`config.mk`:
```
export PLATFORM = sky130hd
export DESIGN_NAME = pcc_top
export DESIGN_NICKNAME = d
export VERILOG_FILES = /design/src/common/pcc_pkg.sv /design/src/rtl/pcc_clk_div.sv /design/src/rtl/pcc_lock_timer.sv /design/src/rtl/pcc_top.sv
export SDC_FILE = /design/constraint.sdc
export NUM_CORES = 1
export LEC_CHECK = 0
export BUFFER_PORTS_ARGS = -buffer_cell sky130_fd_sc_hd__buf_2
export CAP_MARGIN = 40
export CORE_ASPECT_RATIO = 0.75
export CORE_MARGIN = 8
export CORE_UTILIZATION = 40
export DETAILED_ROUTE_END_ITERATION = 16
export GPL_TIMING_DRIVEN = 0
export HOLD_SLACK_MARGIN = 0.1
export PLACE_DENSITY = 0.66
export SLEW_MARGIN = 20
export SYNTH_ARGS = -nofsm -noshare
export SYNTH_HDL_FRONTEND = slang
export SYNTH_SLANG_ARGS = --single-unit
export TNS_END_PERCENT = 10
```
`constraint.sdc`:
```
create_clock -name clk_i -period 2.8 [get_ports clk_i]
set_input_delay 0.56 -clock clk_i [delete_from_list [all_inputs] [get_ports clk_i]]
set_output_delay 0.56 -clock clk_i [all_outputs]
set_load 0.01 [all_outputs]
```
`src/common/pcc_pkg.sv`:
```
// shared constants for the pll and master clock configuration block
package pcc_pkg;

	// register byte offsets on the avalon slave
	localparam int PCC_ADDR_W = 6;
	localparam logic [5:0] PCC_PLL_A_CONFIG = 6'h00;
	localparam logic [5:0] PCC_PLL_B_CONFIG = 6'h04;
	localparam logic [5:0] PCC_MASTER_CLOCK_SELECT = 6'h08;
	localparam logic [5:0] PCC_PROG_CLOCK0 = 6'h0c;
	localparam logic [5:0] PCC_PROG_CLOCK3 = 6'h18;
	localparam logic [5:0] PCC_INTERRUPT_ENABLE_SET = 6'h1c;
	localparam logic [5:0] PCC_INTERRUPT_DISABLE = 6'h20;
	localparam logic [5:0] PCC_INTERRUPT_MASK = 6'h24;
	localparam logic [5:0] PCC_POWER_STATUS = 6'h28;
	localparam logic [5:0] PCC_EVENT_STATUS = 6'h2c;
	localparam logic [5:0] PCC_EVENT_CLEAR = 6'h30;

	// pll configuration field layout
	localparam int PCC_DIV_LSB = 0;
	localparam int PCC_CNT_LSB = 8;
	localparam int PCC_RANGE_LSB = 14;
	localparam int PCC_MUL_LSB = 16;
	localparam int PCC_USB_BIT = 28;
	localparam logic [31:0] PCC_PLL_A_MASK = 32'h07ff_ffff;
	localparam logic [31:0] PCC_PLL_B_MASK = 32'h17ff_ffff;

	// master and programmable clock field layout
	localparam int PCC_CSS_LSB = 0;
	localparam int PCC_CLOCK_PRESCALER_LSB = 2;
	localparam int PCC_PROCESSOR_RATIO_LSB = 8;
	localparam logic [31:0] PCC_MCKR_MASK = 32'h0000_031f;
	localparam logic [4:0] PCC_PCK_RESET = 5'h00;
	localparam logic [31:0] PCC_REG_RESET = 32'h0000_0000;
	localparam logic [2:0] PCC_CLOCK_PRESCALER_RESERVED = 3'h7;

	// interrupt and status bit positions
	localparam int PCC_FLAG_W = 12;
	localparam int PCC_OSC_BIT = 0;
	localparam int PCC_LOCK_A_BIT = 1;
	localparam int PCC_LOCK_B_BIT = 2;
	localparam int PCC_MCK_RDY_BIT = 3;
	localparam int PCC_PCK_RDY_LSB = 8;
	localparam logic [11:0] PCC_FLAG_MASK = 12'hf0f;

	// divider ratios
	localparam logic [7:0] PCC_RATIO_OFF = 8'h00;
	localparam logic [7:0] PCC_RATIO_ONE = 8'h01;
	localparam logic [7:0] PCC_RATIO_TWO = 8'h02;

	// clock source encoding shared by master and programmable clocks
	typedef enum logic [1:0] {
		PCC_SRC_SLOW = 2'b00,
		PCC_SRC_MAIN = 2'b01,
		PCC_SRC_PLL_A = 2'b10,
		PCC_SRC_PLL_B = 2'b11
	} pcc_src_t;

	// lock delay states
	typedef enum logic [0:0] {
		PCC_LT_WAIT = 1'b0,
		PCC_LT_LOCKED = 1'b1
	} pcc_lock_state_t;

endpackage : pcc_pkg

```
`src/rtl/pcc_clk_div.sv`:
```
// enable-pulse divider: off at ratio 0, bypass at 1, divide by ratio above
`timescale 1ns/1ps
module pcc_clk_div (
	input wire logic clk_i,
	input wire logic reset_n_i,
	input wire logic ref_en_i,
	input wire logic restart_i,
	input wire logic [7:0] ratio_i,
	output logic tick_o
);
	import pcc_pkg::*;

	typedef struct packed {
		logic [7:0] cnt;
		logic tick;
	} pcc_div_state_t;

	pcc_div_state_t st;
	pcc_div_state_t next_st;

	// count reference pulses, emit one pulse every ratio of them
	always_comb begin
		next_st = st;
		next_st.tick = 1'b0;
		if (restart_i) begin
			next_st.cnt = 8'h00;
		end else if (ref_en_i && ratio_i != PCC_RATIO_OFF) begin
			if (st.cnt + 8'h01 >= ratio_i) begin
				next_st.cnt = 8'h00;
				next_st.tick = 1'b1;
			end else begin
				next_st.cnt = st.cnt + 8'h01;
			end
		end
	end

	// state register
	always_ff @(posedge clk_i or negedge reset_n_i) begin
		if (!reset_n_i) begin
			st <= '0;
		end else begin
			st <= next_st;
		end
	end

	assign tick_o = st.tick;

endmodule : pcc_clk_div

```
`src/rtl/pcc_lock_timer.sv`:
```
// pll lock delay: counts slow clock ticks after a configuration write
`timescale 1ns/1ps
module pcc_lock_timer (
	input wire logic clk_i,
	input wire logic reset_n_i,
	input wire logic start_i,
	input wire logic [5:0] count_i,
	input wire logic slow_tick_i,
	output logic locked_o
);
	import pcc_pkg::*;

	typedef struct packed {
		pcc_lock_state_t state;
		logic [5:0] cnt;
	} pcc_lt_state_t;

	pcc_lt_state_t st;
	pcc_lt_state_t next_st;

	// a write reloads the delay and drops lock until it runs out
	always_comb begin
		next_st = st;
		if (start_i) begin
			next_st.state = PCC_LT_WAIT;
			next_st.cnt = count_i;
		end else begin
			unique case (st.state)
				PCC_LT_WAIT: begin
					if (st.cnt == 6'h00) begin
						next_st.state = PCC_LT_LOCKED;
					end else if (slow_tick_i) begin
						next_st.cnt = st.cnt - 6'h01;
					end
				end
				PCC_LT_LOCKED: begin
					next_st.state = PCC_LT_LOCKED;
				end
			endcase
		end
	end

	// state register
	always_ff @(posedge clk_i or negedge reset_n_i) begin
		if (!reset_n_i) begin
			st <= '{state: PCC_LT_WAIT, cnt: 6'h00};
		end else begin
			st <= next_st;
		end
	end

	assign locked_o = (st.state == PCC_LT_LOCKED);

endmodule : pcc_lock_timer

```
`src/rtl/pcc_top.sv`:
```
// pll, master clock and programmable clock configuration with avalon slave
// How it works
// - pll a divider: 0 off, 1 bypass, else divide
// - pll b divider: 0 off, 1 bypass, else divide
// - pll a locks after its count of slow ticks
// - pll b locks after its count of slow ticks
// - pll a multiplier zero deactivates, else times plus one
// - pll b multiplier zero deactivates, else times plus one
// - usb clock is pll b, or halved when selected
// - source select: slow, main, pll a, pll b
// - master prescaler divides by power of two, reserved code 7 stops it
// - processor ratio field sets processor clock multiple
// - four programmable clocks with source and prescaler
// - enable register sets mask bits on one
// - lock flags show lock state after delay
// - disable register clears mask bits on one
`timescale 1ns/1ps
module pcc_top (
	input wire logic clk_i,
	input wire logic reset_n_i,
	input wire logic [pcc_pkg::PCC_ADDR_W-1:0] avs_address_i,
	input wire logic avs_read_i,
	input wire logic avs_write_i,
	input wire logic [31:0] avs_writedata_i,
	output logic [31:0] avs_readdata_o,
	output logic avs_waitrequest_o,
	input wire logic slow_clock_i,
	input wire logic osc_stable_i,
	input wire logic pll_a_clock_i,
	input wire logic pll_b_clock_i,
	output logic pll_a_ref_en_o,
	output logic pll_a_enable_o,
	output logic [10:0] pll_a_multiplier_o,
	output logic [1:0] pll_a_range_o,
	output logic pll_b_ref_en_o,
	output logic pll_b_enable_o,
	output logic [10:0] pll_b_multiplier_o,
	output logic [1:0] pll_b_range_o,
	output logic usb_clk_en_o,
	output logic master_clk_en_o,
	output logic [1:0] processor_ratio_o,
	output logic [3:0] prog_clk_en_o,
	output logic irq_o
);
	import pcc_pkg::*;

	// index of each external level in the synchroniser bank
	localparam int SYN_SLOW = 0;
	localparam int SYN_OSC = 1;
	localparam int SYN_PLL_A = 2;
	localparam int SYN_PLL_B = 3;

	typedef struct packed {
		logic [31:0] pll_a;
		logic [31:0] pll_b;
		logic [31:0] mckr;
		logic [3:0][4:0] pck;
		logic [11:0] mask;
		logic [11:0] events;
		logic [11:0] flags_prev;
		logic mck_rdy;
		logic [3:0] pck_rdy;
		logic [3:0] sync1;
		logic [3:0] sync2;
		logic [3:0] level_prev;
		logic [31:0] rdata;
		logic done;
	} pcc_state_t;

	pcc_state_t st;
	pcc_state_t next_st;

	logic [3:0] rise;
	logic slow_tick;
	logic pll_a_tick;
	logic pll_b_tick;
	logic lock_a_raw;
	logic lock_b_raw;
	logic lock_a;
	logic lock_b;
	logic req;
	logic commit;
	logic wr_pll_a;
	logic wr_pll_b;
	logic wr_mckr;
	logic [3:0] wr_pck;
	logic mck_tick;
	logic [3:0] pck_tick;
	logic [11:0] flags;
	logic [3:0] src_ticks;
	logic [7:0] div_a;
	logic [7:0] div_b;
	logic [10:0] mul_a;
	logic [10:0] mul_b;

	// prescaler code to divider ratio; the reserved code stops the output
	function automatic logic [7:0] clock_prescaler_ratio(input logic [2:0] clock_prescaler);
		logic [7:0] r;
		r = PCC_RATIO_OFF;
		if (clock_prescaler != PCC_CLOCK_PRESCALER_RESERVED) begin
			r = 8'(PCC_RATIO_ONE << clock_prescaler);
		end
		return r;
	endfunction : clock_prescaler_ratio

	// source select picks one of the four source ticks
	function automatic logic pick_src(input logic [1:0] clock_source_select, input logic [3:0] ticks);
		logic t;
		t = 1'b0;
		unique case (pcc_src_t'(clock_source_select))
			PCC_SRC_SLOW: t = ticks[PCC_SRC_SLOW];
			PCC_SRC_MAIN: t = ticks[PCC_SRC_MAIN];
			PCC_SRC_PLL_A: t = ticks[PCC_SRC_PLL_A];
			PCC_SRC_PLL_B: t = ticks[PCC_SRC_PLL_B];
		endcase
		return t;
	endfunction : pick_src

	// rising edges of the synchronised external levels
	assign rise = st.sync2 & ~st.level_prev;
	assign slow_tick = rise[SYN_SLOW];

	// register field views
	assign div_a = st.pll_a[PCC_DIV_LSB +: 8];
	assign div_b = st.pll_b[PCC_DIV_LSB +: 8];
	assign mul_a = st.pll_a[PCC_MUL_LSB +: 11];
	assign mul_b = st.pll_b[PCC_MUL_LSB +: 11];

	// a pll output only counts while it is active and locked
	assign lock_a = lock_a_raw & (mul_a != 11'h000);
	assign lock_b = lock_b_raw & (mul_b != 11'h000);
	assign pll_a_tick = rise[SYN_PLL_A] & lock_a;
	assign pll_b_tick = rise[SYN_PLL_B] & lock_b;
	assign src_ticks = {pll_b_tick, pll_a_tick, 1'b1, slow_tick};

	// avalon handshake: one wait cycle, write commits when waitrequest drops
	assign req = avs_read_i | avs_write_i;
	assign avs_waitrequest_o = req & ~st.done;
	assign commit = avs_write_i & st.done;
	assign wr_pll_a = commit && avs_address_i == PCC_PLL_A_CONFIG;
	assign wr_pll_b = commit && avs_address_i == PCC_PLL_B_CONFIG;
	assign wr_mckr = commit && avs_address_i == PCC_MASTER_CLOCK_SELECT;

	// live status flags in register layout
	always_comb begin
		flags = '0;
		flags[PCC_OSC_BIT] = st.sync2[SYN_OSC];
		flags[PCC_LOCK_A_BIT] = lock_a;
		flags[PCC_LOCK_B_BIT] = lock_b;
		flags[PCC_MCK_RDY_BIT] = st.mck_rdy;
		flags[PCC_PCK_RDY_LSB +: 4] = st.pck_rdy;
	end

	// pll lock delays, restarted by a configuration write
	pcc_lock_timer u_lock_a (
		.clk_i(clk_i),
		.reset_n_i(reset_n_i),
		.start_i(wr_pll_a),
		.count_i(avs_writedata_i[PCC_CNT_LSB +: 6]),
		.slow_tick_i(slow_tick),
		.locked_o(lock_a_raw)
	);
	pcc_lock_timer u_lock_b (
		.clk_i(clk_i),
		.reset_n_i(reset_n_i),
		.start_i(wr_pll_b),
		.count_i(avs_writedata_i[PCC_CNT_LSB +: 6]),
		.slow_tick_i(slow_tick),
		.locked_o(lock_b_raw)
	);

	// pll input dividers on the main clock
	pcc_clk_div u_div_a (
		.clk_i(clk_i),
		.reset_n_i(reset_n_i),
		.ref_en_i(1'b1),
		.restart_i(wr_pll_a),
		.ratio_i(div_a),
		.tick_o(pll_a_ref_en_o)
	);
	pcc_clk_div u_div_b (
		.clk_i(clk_i),
		.reset_n_i(reset_n_i),
		.ref_en_i(1'b1),
		.restart_i(wr_pll_b),
		.ratio_i(div_b),
		.tick_o(pll_b_ref_en_o)
	);

	// usb clock straight from pll b or halved
	pcc_clk_div u_div_usb (
		.clk_i(clk_i),
		.reset_n_i(reset_n_i),
		.ref_en_i(pll_b_tick),
		.restart_i(wr_pll_b),
		.ratio_i(st.pll_b[PCC_USB_BIT] ? PCC_RATIO_TWO : PCC_RATIO_ONE),
		.tick_o(usb_clk_en_o)
	);

	// master clock: selected source through the prescaler
	pcc_clk_div u_div_mck (
		.clk_i(clk_i),
		.reset_n_i(reset_n_i),
		.ref_en_i(pick_src(st.mckr[PCC_CSS_LSB +: 2], src_ticks)),
		.restart_i(wr_mckr),
		.ratio_i(clock_prescaler_ratio(st.mckr[PCC_CLOCK_PRESCALER_LSB +: 3])),
		.tick_o(mck_tick)
	);

	// programmable clocks, one register and divider each
	for (genvar g = 0; g < 4; g++) begin : g_pck
		assign wr_pck[g] = commit && avs_address_i == PCC_PROG_CLOCK0 + 6'(4 * g);
		pcc_clk_div u_div_pck (
			.clk_i(clk_i),
			.reset_n_i(reset_n_i),
			.ref_en_i(pick_src(st.pck[g][PCC_CSS_LSB +: 2], src_ticks)),
			.restart_i(wr_pck[g]),
			.ratio_i(clock_prescaler_ratio(st.pck[g][PCC_CLOCK_PRESCALER_LSB +: 3])),
			.tick_o(pck_tick[g])
		);
	end

	// next state: synchronisers, registers, readiness, events, read data
	always_comb begin
		next_st = st;
		next_st.sync1 = {pll_b_clock_i, pll_a_clock_i, osc_stable_i, slow_clock_i};
		next_st.sync2 = st.sync1;
		next_st.level_prev = st.sync2;
		next_st.done = req & ~st.done;

		// ready flags drop on a write and rise with the first new tick
		next_st.mck_rdy = (st.mck_rdy & ~wr_mckr) | mck_tick;
		next_st.pck_rdy = (st.pck_rdy & ~wr_pck) | pck_tick;

		// register writes
		if (wr_pll_a) begin
			next_st.pll_a = avs_writedata_i & PCC_PLL_A_MASK;
		end
		if (wr_pll_b) begin
			next_st.pll_b = avs_writedata_i & PCC_PLL_B_MASK;
		end
		if (wr_mckr) begin
			next_st.mckr = avs_writedata_i & PCC_MCKR_MASK;
		end
		for (int i = 0; i < 4; i++) begin
			if (wr_pck[i]) begin
				next_st.pck[i] = avs_writedata_i[4:0];
			end
		end
		if (commit && avs_address_i == PCC_INTERRUPT_ENABLE_SET) begin
			next_st.mask = st.mask | (avs_writedata_i[11:0] & PCC_FLAG_MASK);
		end
		if (commit && avs_address_i == PCC_INTERRUPT_DISABLE) begin
			next_st.mask = st.mask & ~avs_writedata_i[11:0];
		end

		// sticky events: a new rise wins over a clear in the same cycle
		next_st.flags_prev = flags;
		if (commit && avs_address_i == PCC_EVENT_CLEAR) begin
			next_st.events = st.events & ~avs_writedata_i[11:0];
		end
		next_st.events = next_st.events | (flags & ~st.flags_prev);

		// read data captured in the wait cycle
		if (avs_read_i && !st.done) begin
			unique case (avs_address_i)
				PCC_PLL_A_CONFIG: next_st.rdata = st.pll_a;
				PCC_PLL_B_CONFIG: next_st.rdata = st.pll_b;
				PCC_MASTER_CLOCK_SELECT: next_st.rdata = st.mckr;
				PCC_INTERRUPT_MASK: next_st.rdata = {20'h00000, st.mask};
				PCC_POWER_STATUS: next_st.rdata = {20'h00000, flags};
				PCC_EVENT_STATUS: next_st.rdata = {20'h00000, st.events};
				default: begin
					next_st.rdata = '0;
					for (int i = 0; i < 4; i++) begin
						if (avs_address_i == PCC_PROG_CLOCK0 + 6'(4 * i)) begin
							next_st.rdata = {27'h0000000, st.pck[i]};
						end
					end
				end
			endcase
		end
	end

	// state register
	always_ff @(posedge clk_i or negedge reset_n_i) begin
		if (!reset_n_i) begin
			st <= '0;
			st.pll_a <= PCC_REG_RESET;
			st.pll_b <= PCC_REG_RESET;
			st.mckr <= PCC_REG_RESET;
			st.pck <= {4{PCC_PCK_RESET}};
		end else begin
			st <= next_st;
		end
	end

	// outputs straight from registers
	assign avs_readdata_o = st.rdata;
	assign pll_a_enable_o = (mul_a != 11'h000);
	assign pll_b_enable_o = (mul_b != 11'h000);
	assign pll_a_multiplier_o = mul_a;
	assign pll_b_multiplier_o = mul_b;
	assign pll_a_range_o = st.pll_a[PCC_RANGE_LSB +: 2];
	assign pll_b_range_o = st.pll_b[PCC_RANGE_LSB +: 2];
	assign master_clk_en_o = mck_tick;
	assign processor_ratio_o = st.mckr[PCC_PROCESSOR_RATIO_LSB +: 2];
	assign prog_clk_en_o = pck_tick;
	assign irq_o = |(st.events & st.mask);

endmodule : pcc_top

```
* After elaboration in Yosys (flattened, before gate mapping)
Index checks and enable logic that the tools add are counted.
** Word-level totals
- Word-level logic and storage cells :: 243
- Bits of input ports :: 46
- Flip-flop bits (word level) :: 250
- Output and inout port bits :: 72
** Cells by class
- Bitwise gates (word level) :: 26
- Equal/unequal tests :: 36
- Add/subtract/negate cells :: 10
- Order comparisons :: 8
- Multiplexer cells :: 71
- Shifts and indexed selects :: 5
- Reductions and logical operators :: 50
** Operator list (count)
- 32-bit one-hot mux with 6 select lines :: 1
- 8-bit 2-to-1 mux :: 21
- 32-bit 2-to-1 mux :: 3
- 9-bit 2-to-1 mux :: 8
- 8-bit by 1-bit adder with 8-bit output, second input constant :: 8
- 8-bit nonzero test :: 8
- 8-bit greater-or-equal comparator :: 7
- 12-bit AND :: 4
- 1-bit by 3-bit << shifter with 8-bit output, first input constant :: 5
- 12-bit 2-to-1 mux :: 3
- 6-bit 2-to-1 mux :: 6
- 6-bit equality test, second input constant :: 5
- 6-bit by 5-bit equality test with 1-bit output, second input constant :: 4
- 12-bit NOT :: 2
- 12-bit OR :: 2
- 11-bit nonzero test :: 2
- 2-bit nonzero test :: 11
- 2-bit equality test, second input constant :: 10
- 1-bit one-hot mux with 4 select lines :: 5
- 6-bit zero test :: 3
- 1-bit 2-to-1 mux :: 18
- 1-bit logical AND :: 17
- 3-bit inequality test, second input constant :: 5
- 7-bit 2-to-1 mux :: 2
- 19 further kinds :: 46

* Depth between registers and ports, before layout
- Depth after elaboration :: 7
- Gate-level depth with buffers :: 12
- Gate-level depth less buffers :: 12

* Modules after synthesis
A second synthesis with hierarchy kept.
** Second synthesis, totals
- Cell total of the unflattened synthesis :: 1326
- Area total of the unflattened synthesis :: 14183.6 sq um
** Modules (own cells, without submodules)
- pcc_top :: cells each 636, sequential area each 3978.8 sq um, instances 1, area each 7434.6 sq um
- pcc_clk_div :: cells each 74, sequential area each 225.2 sq um, instances 8, area each 728.2 sq um
- pcc_lock_timer :: cells each 49, sequential area each 175.2 sq um, instances 2, area each 461.7 sq um

* Worst setup path before layout
No wires, ideal clock.
- Kind :: register -> register
- Start point :: register u_div_mck.st[1] (netlist name)
- End point :: register u_div_mck.st[5] (netlist name)
- Stages on the path, launching flop included :: 12
- Path buffers :: 0
- Setup slack :: 0.197 ns
- Arrival :: 2.517 ns
- Data required time :: 2.713 ns
- Library setup time :: 0.087 ns
- Period minus slack after synthesis :: 2.603 ns
- Path through :: dfrtp_1 -> ha_1 -> nand3_1 -> nor2_1 -> xor2_1 -> ha_1 -> a21oi_1 -> o21ai_0 -> or3b_2 -> nor2_2 -> nand3_1 -> o211ai_1
** Between the ends
- Cells in the longest elaborated chain, start to end :: 5
** RTL lines
- start: declaration :: line pcc_clk_div.sv:18 : pcc_div_state_t st;
- start signal: assignment :: line pcc_clk_div.sv:42 : st <= next_st;
- 8-bit by 1-bit adder with 8-bit output (*) :: line pcc_clk_div.sv:28, pcc_clk_div.sv:32
- 8-bit greater-or-equal comparator :: line pcc_clk_div.sv:28 : if (st.cnt + 8'h01 >= ratio_i) begin
- 8-bit 2-to-1 mux (*) :: line pcc_clk_div.sv:28
- 9-bit 2-to-1 mux (*) :: line pcc_clk_div.sv:27 : end else if (ref_en_i && ratio_i != PCC_RATIO_OFF) begin
- 8-bit 2-to-1 mux (*) :: line pcc_clk_div.sv:25 : if (restart_i) begin
Mark *: on every way between the ends. The rest lies on a longest branch, timed or not. The select of a mux whose other input is x is not followed.
A chain may end at the register's enable or synchronous reset.

* Worst setup path in the final report
- Start point :: register st (netlist bit pll_a_multiplier_o[2])
- End point :: output pll_a_enable_o
** Between the ends
- Cells in the longest elaborated chain, start to end :: 1
** RTL lines
- start: declaration :: line pcc_top.sv:70 : pcc_state_t st;
- start signal: assignment :: line pcc_top.sv:294 : st <= next_st;
- 11-bit nonzero test :: line pcc_top.sv:300 : assign pll_a_enable_o = (mul_a != 11'h000);
- end: declaration :: line pcc_top.sv:32 : output logic pll_a_enable_o,
No other way between the ends.

==> results.json <==
{
  "dieArea_um2": 39100,
  "ys_ff_latch": 245,
  "drt-initial-drc-count": 987,
  "p_leak_nw": 7.42,
  "antenna_found_initial": 2,
  "pwr-share-seq": 0.407,
  "end_kind": "primary output",
  "p_total_mw": 11.1,
  "dr_total_vias": 11235,
  "layout-drive-gt1-share": 0.183,
  "dp_slack_ps": -243,
  "slew_headroom": 0.453,
  "fin_skew_ps": 14.6,
  "worstPathMaxFanout": 6,
  "ir_drop_uv": 466,
  "path_clk_slew_ps": 60,
  "setup_violations": 0,
  "cp-start-kind": "register",
  "ant_nets": 0,
  "p_comb_frac": 0.272,
  "hpwl_mm": 27.5,
  "drt_wl_total_mm": 37.8,
  "gp_congestion": 0.900,
  "synth_edf_count": 0,
  "htree_levels": 1,
  "wl_per_cell_um": 18.6,
  "syn_avg_cell_area_um2": 9.24,
  "grt-ovfl-total": 0,
  "finalSetupTns_ps": 0,
  "fp.coreArea_um2": 32400,
  "status": "finished, final reports clean",
  "diodes": 0,
  "clock-sinks": 245,
  "cap_violations": 0,
  "crit_slowest_cell": "nor4_1",
  "clockRootBuffer": "clkbuf_16",
  "dpl_cell_area_um2": 14300,
  "start_util": 0.406,
  "path_cells": "nor4_1, nand3_2, buf_2",
  "die_w_um": 226,
  "area_growth_pct": 17.0,
  "finalCriticalPeriod_ps": 2770,
  "rsz0062_at_grt": "yes",
  "multiInputGateArea_um2": 6300,
  "power_frac_clock": 0.321,
  "grt_pass1_vias": 10800,
  "grt_util_all_layers": 0.190,
  "cp_data_required_time_ps": 2240,
  "synth_ff_type": "dfrtp_1",
  "fin_crit_sh": 0.991,
  "hold_viol_final": 0,
  "switching_share": 0.326,
  "hold_path.class": "input pin to register",
  "vias_per_cell": 5.53,
  "io_buffers": 104,
  "fin_util": 0.475,
  "power.internal_mw": 7.50,
  "netlist_area_um2": 13200,
  "insertion_delay_ps": 550,
  "rows": 57,
  "p_switching_mw": 3.63,
  "grt_max_degree": 100,
  "fin_area_um2": 15400,
  "drv_slew": 0,
  "pin_count": 118,
  "synth_cell_types": 67,
  "first_pass_iters": 7,
  "crit_path_max_incr_delay_ps": 620,
  "yosysSeqAreaShare": 0.465,
  "setup_ws_ps": 26.4,
  "arrival_ps": 2210,
  "crit_type": "register to primary output",
  "cts_buffer_depth": 3,
  "async_reset_ff_frac": 1.00,
  "dieHeight_um": 173,
  "layout.nets": 1685,
  "syn_inst": 1427,
  "power.density_nw_per_um2": 721,
  "numCtsBuffers": 27,
  "grt_pass1_wl_mm": 60.0,
  "ff_latch_area_um2": 6140,
  "yosysWarnings": 0,
  "fillers": 3062,
  "max_freq_ghz": 0.361,
  "cts_tree": "done",
  "drcViolationCount": 0,
  "tightest_slew_ps": 821
}
logic make-up after synthesis:
kind of cell / count (synthesis) / synth area share
and+or+nand+nor: 613 / 0.219
DFF: 245 / 0.465
buffers and inverters: 167 / 0.0674
xor gates and xnor gates: 48 / 0.0319
other: 1 / 0.000284
adders and majority gates: 65 / 0.0617
muxes: 5 / 0.00408
AOI/OAI and AO/OA: 283 / 0.150
state kept, by name, indices dropped and copies added (netlist names), 4 cells and up, named ones only:
signal / count
st: 66
g_pck.u_div_pck.st: 32
avs_readdata_o: 28
pll_a_multiplier_o: 11
pll_b_multiplier_o: 11
div_a: 8
div_b: 8
u_div_a.st: 8
u_div_b.st: 8
u_div_mck.st: 8
u_div_usb.st: 8
next_st: 7
flags: 6
u_lock_a.st: 6
u_lock_b.st: 6
g_pck.u_div_pck.tick_o: 4
power by group through the flow:
stage	Combinational, mW	Clock, mW	Sequential, mW
6_report	3.02	3.58	4.53
3_5_place_dp	2.87	0	4.55
2_1_floorplan	2.06	0	4.41
3_3_place_gp	2.77	0	4.54
4_1_cts	2.93	3.64	4.50
5_1_grt	3.40	3.78	4.60
final timing paths:
| kind | cells past startpoint | start | to | slack (ps) |
|---|---|---|---|---|
| worst min register to register | 0 | next_st[38] | flags[0] | 350 |
| min in group asynchronous | 2 | reset_n_i | u_div_usb.st[7] | 510 |
| max in group asynchronous | 3 | reset_n_i | g_pck[2].u_div_pck.st[1] | 1400 |
| worst max register to register | 8 | st[99] | g_pck[2].u_div_pck.st[3] | 70 |
| worst max-delay path | 3 | pll_a_multiplier_o[2] | pll_a_enable_o | 30 |
| worst min-delay path | 1 | pll_b_clock_i | next_st[40] | 130 |
metrics by stage:
| stage | cells | hold WS (ps) |
|---|---|---|
| 2_1_floorplan | 1430 | 264 |
| 3_5_place_dp | 1978 | 335 |
| 4_1_cts | 2028 | 112 |
| 6_report | 2033 | 132 |
| 5_1_grt | 2033 | 114 |
| 3_3_place_gp | 1976 | 335 |
cells in the mapped netlist, types with 5 or more instances:
library cell  number  area, um^2
a211oi_1          10        75.1
a21boi_0           8        60.1
a21o_1            22         165
a21oi_1           60         300
a221oi_1          24         210
a222oi_1          11         110
a22o_1            14         123
a22oi_1           16         120
a31oi_1           11        68.8
a32o_1            12         120
and2_1            11        68.8
and3_1            20         125
buf_2             11        55.1
buf_4             64         480
clkbuf_1          52         195
dfrtp_1          245        6130
ha_1              65         813
inv_1             37         139
nand2_1          293        1100
nand2b_1          14        87.6
nand3_1           48         240
nand3b_1          16         120
nand4_1           10        62.6
nor2_1            90         338
nor2b_1            5        31.3
nor3_1            43         215
nor3b_1           10        75.1
o21ai_0           53         265
o21ai_1            5        25.0
o2bb2ai_1          7        61.3
or2_2              8        50.1
or3_1              9        56.3
or3b_2             9        78.8
or4_1              6        45.0
xnor2_1           23         201
xor2_1            25         219
cells in the final DEF (no fill, tap or decap), drive strengths merged, types with 23 or more instances in the layout:
cell type | Yosys | final
xor2 | 25 | 25
nand3 | 48 | 48
ha | 65 | 65
nand2 | 293 | 293
a21oi | 61 | 61
xnor2 | 23 | 23
dfrtp | 245 | 245
nor3 | 45 | 45
inv | 37 | 37
o21ai | 58 | 58
clkbuf | 52 | 84
a221oi | 24 | 24
buf | 78 | 193
nor2 | 93 | 93
routing by layer:
layer | up-vias | wire, um | global-route usage
li1 | 5261 | - | -
met1 | 5486 | 17300 | 0.269
met2 | 404 | 16400 | 0.285
met3 | 80 | 3020 | 0.0441
met4 | 4 | 1110 | 0.0549
met5 | - | 23 | 0
layout make-up:
class                      count  share of cell area
clock buffer                  36              0.0479
timing repair buffer         118              0.0443
buffer                       126              0.0476
multi-input combinational   1019               0.408
inverter                      37             0.00900
clock inverter                10             0.00900
tap                          442              0.0358
sequential                   245               0.398
worst max-delay path, delay by kind of cell, from the launching register on:
family	cells	cell delay, ps
and+or+nand+nor	2	1010
buffers and inverters	1	250
DFF	1	420
timing repair:
action                                  4_1_cts  5_1_grt
gates resized for setup                       7       28
cloned                                        0        1
hold buffers                                  3        0
endpoints found under the hold margin        52        0
buffers inserted                              1        8
pin swaps                                     1        9
endpoints found under the setup margin       11       49
(Power assumes the default switching activity.)
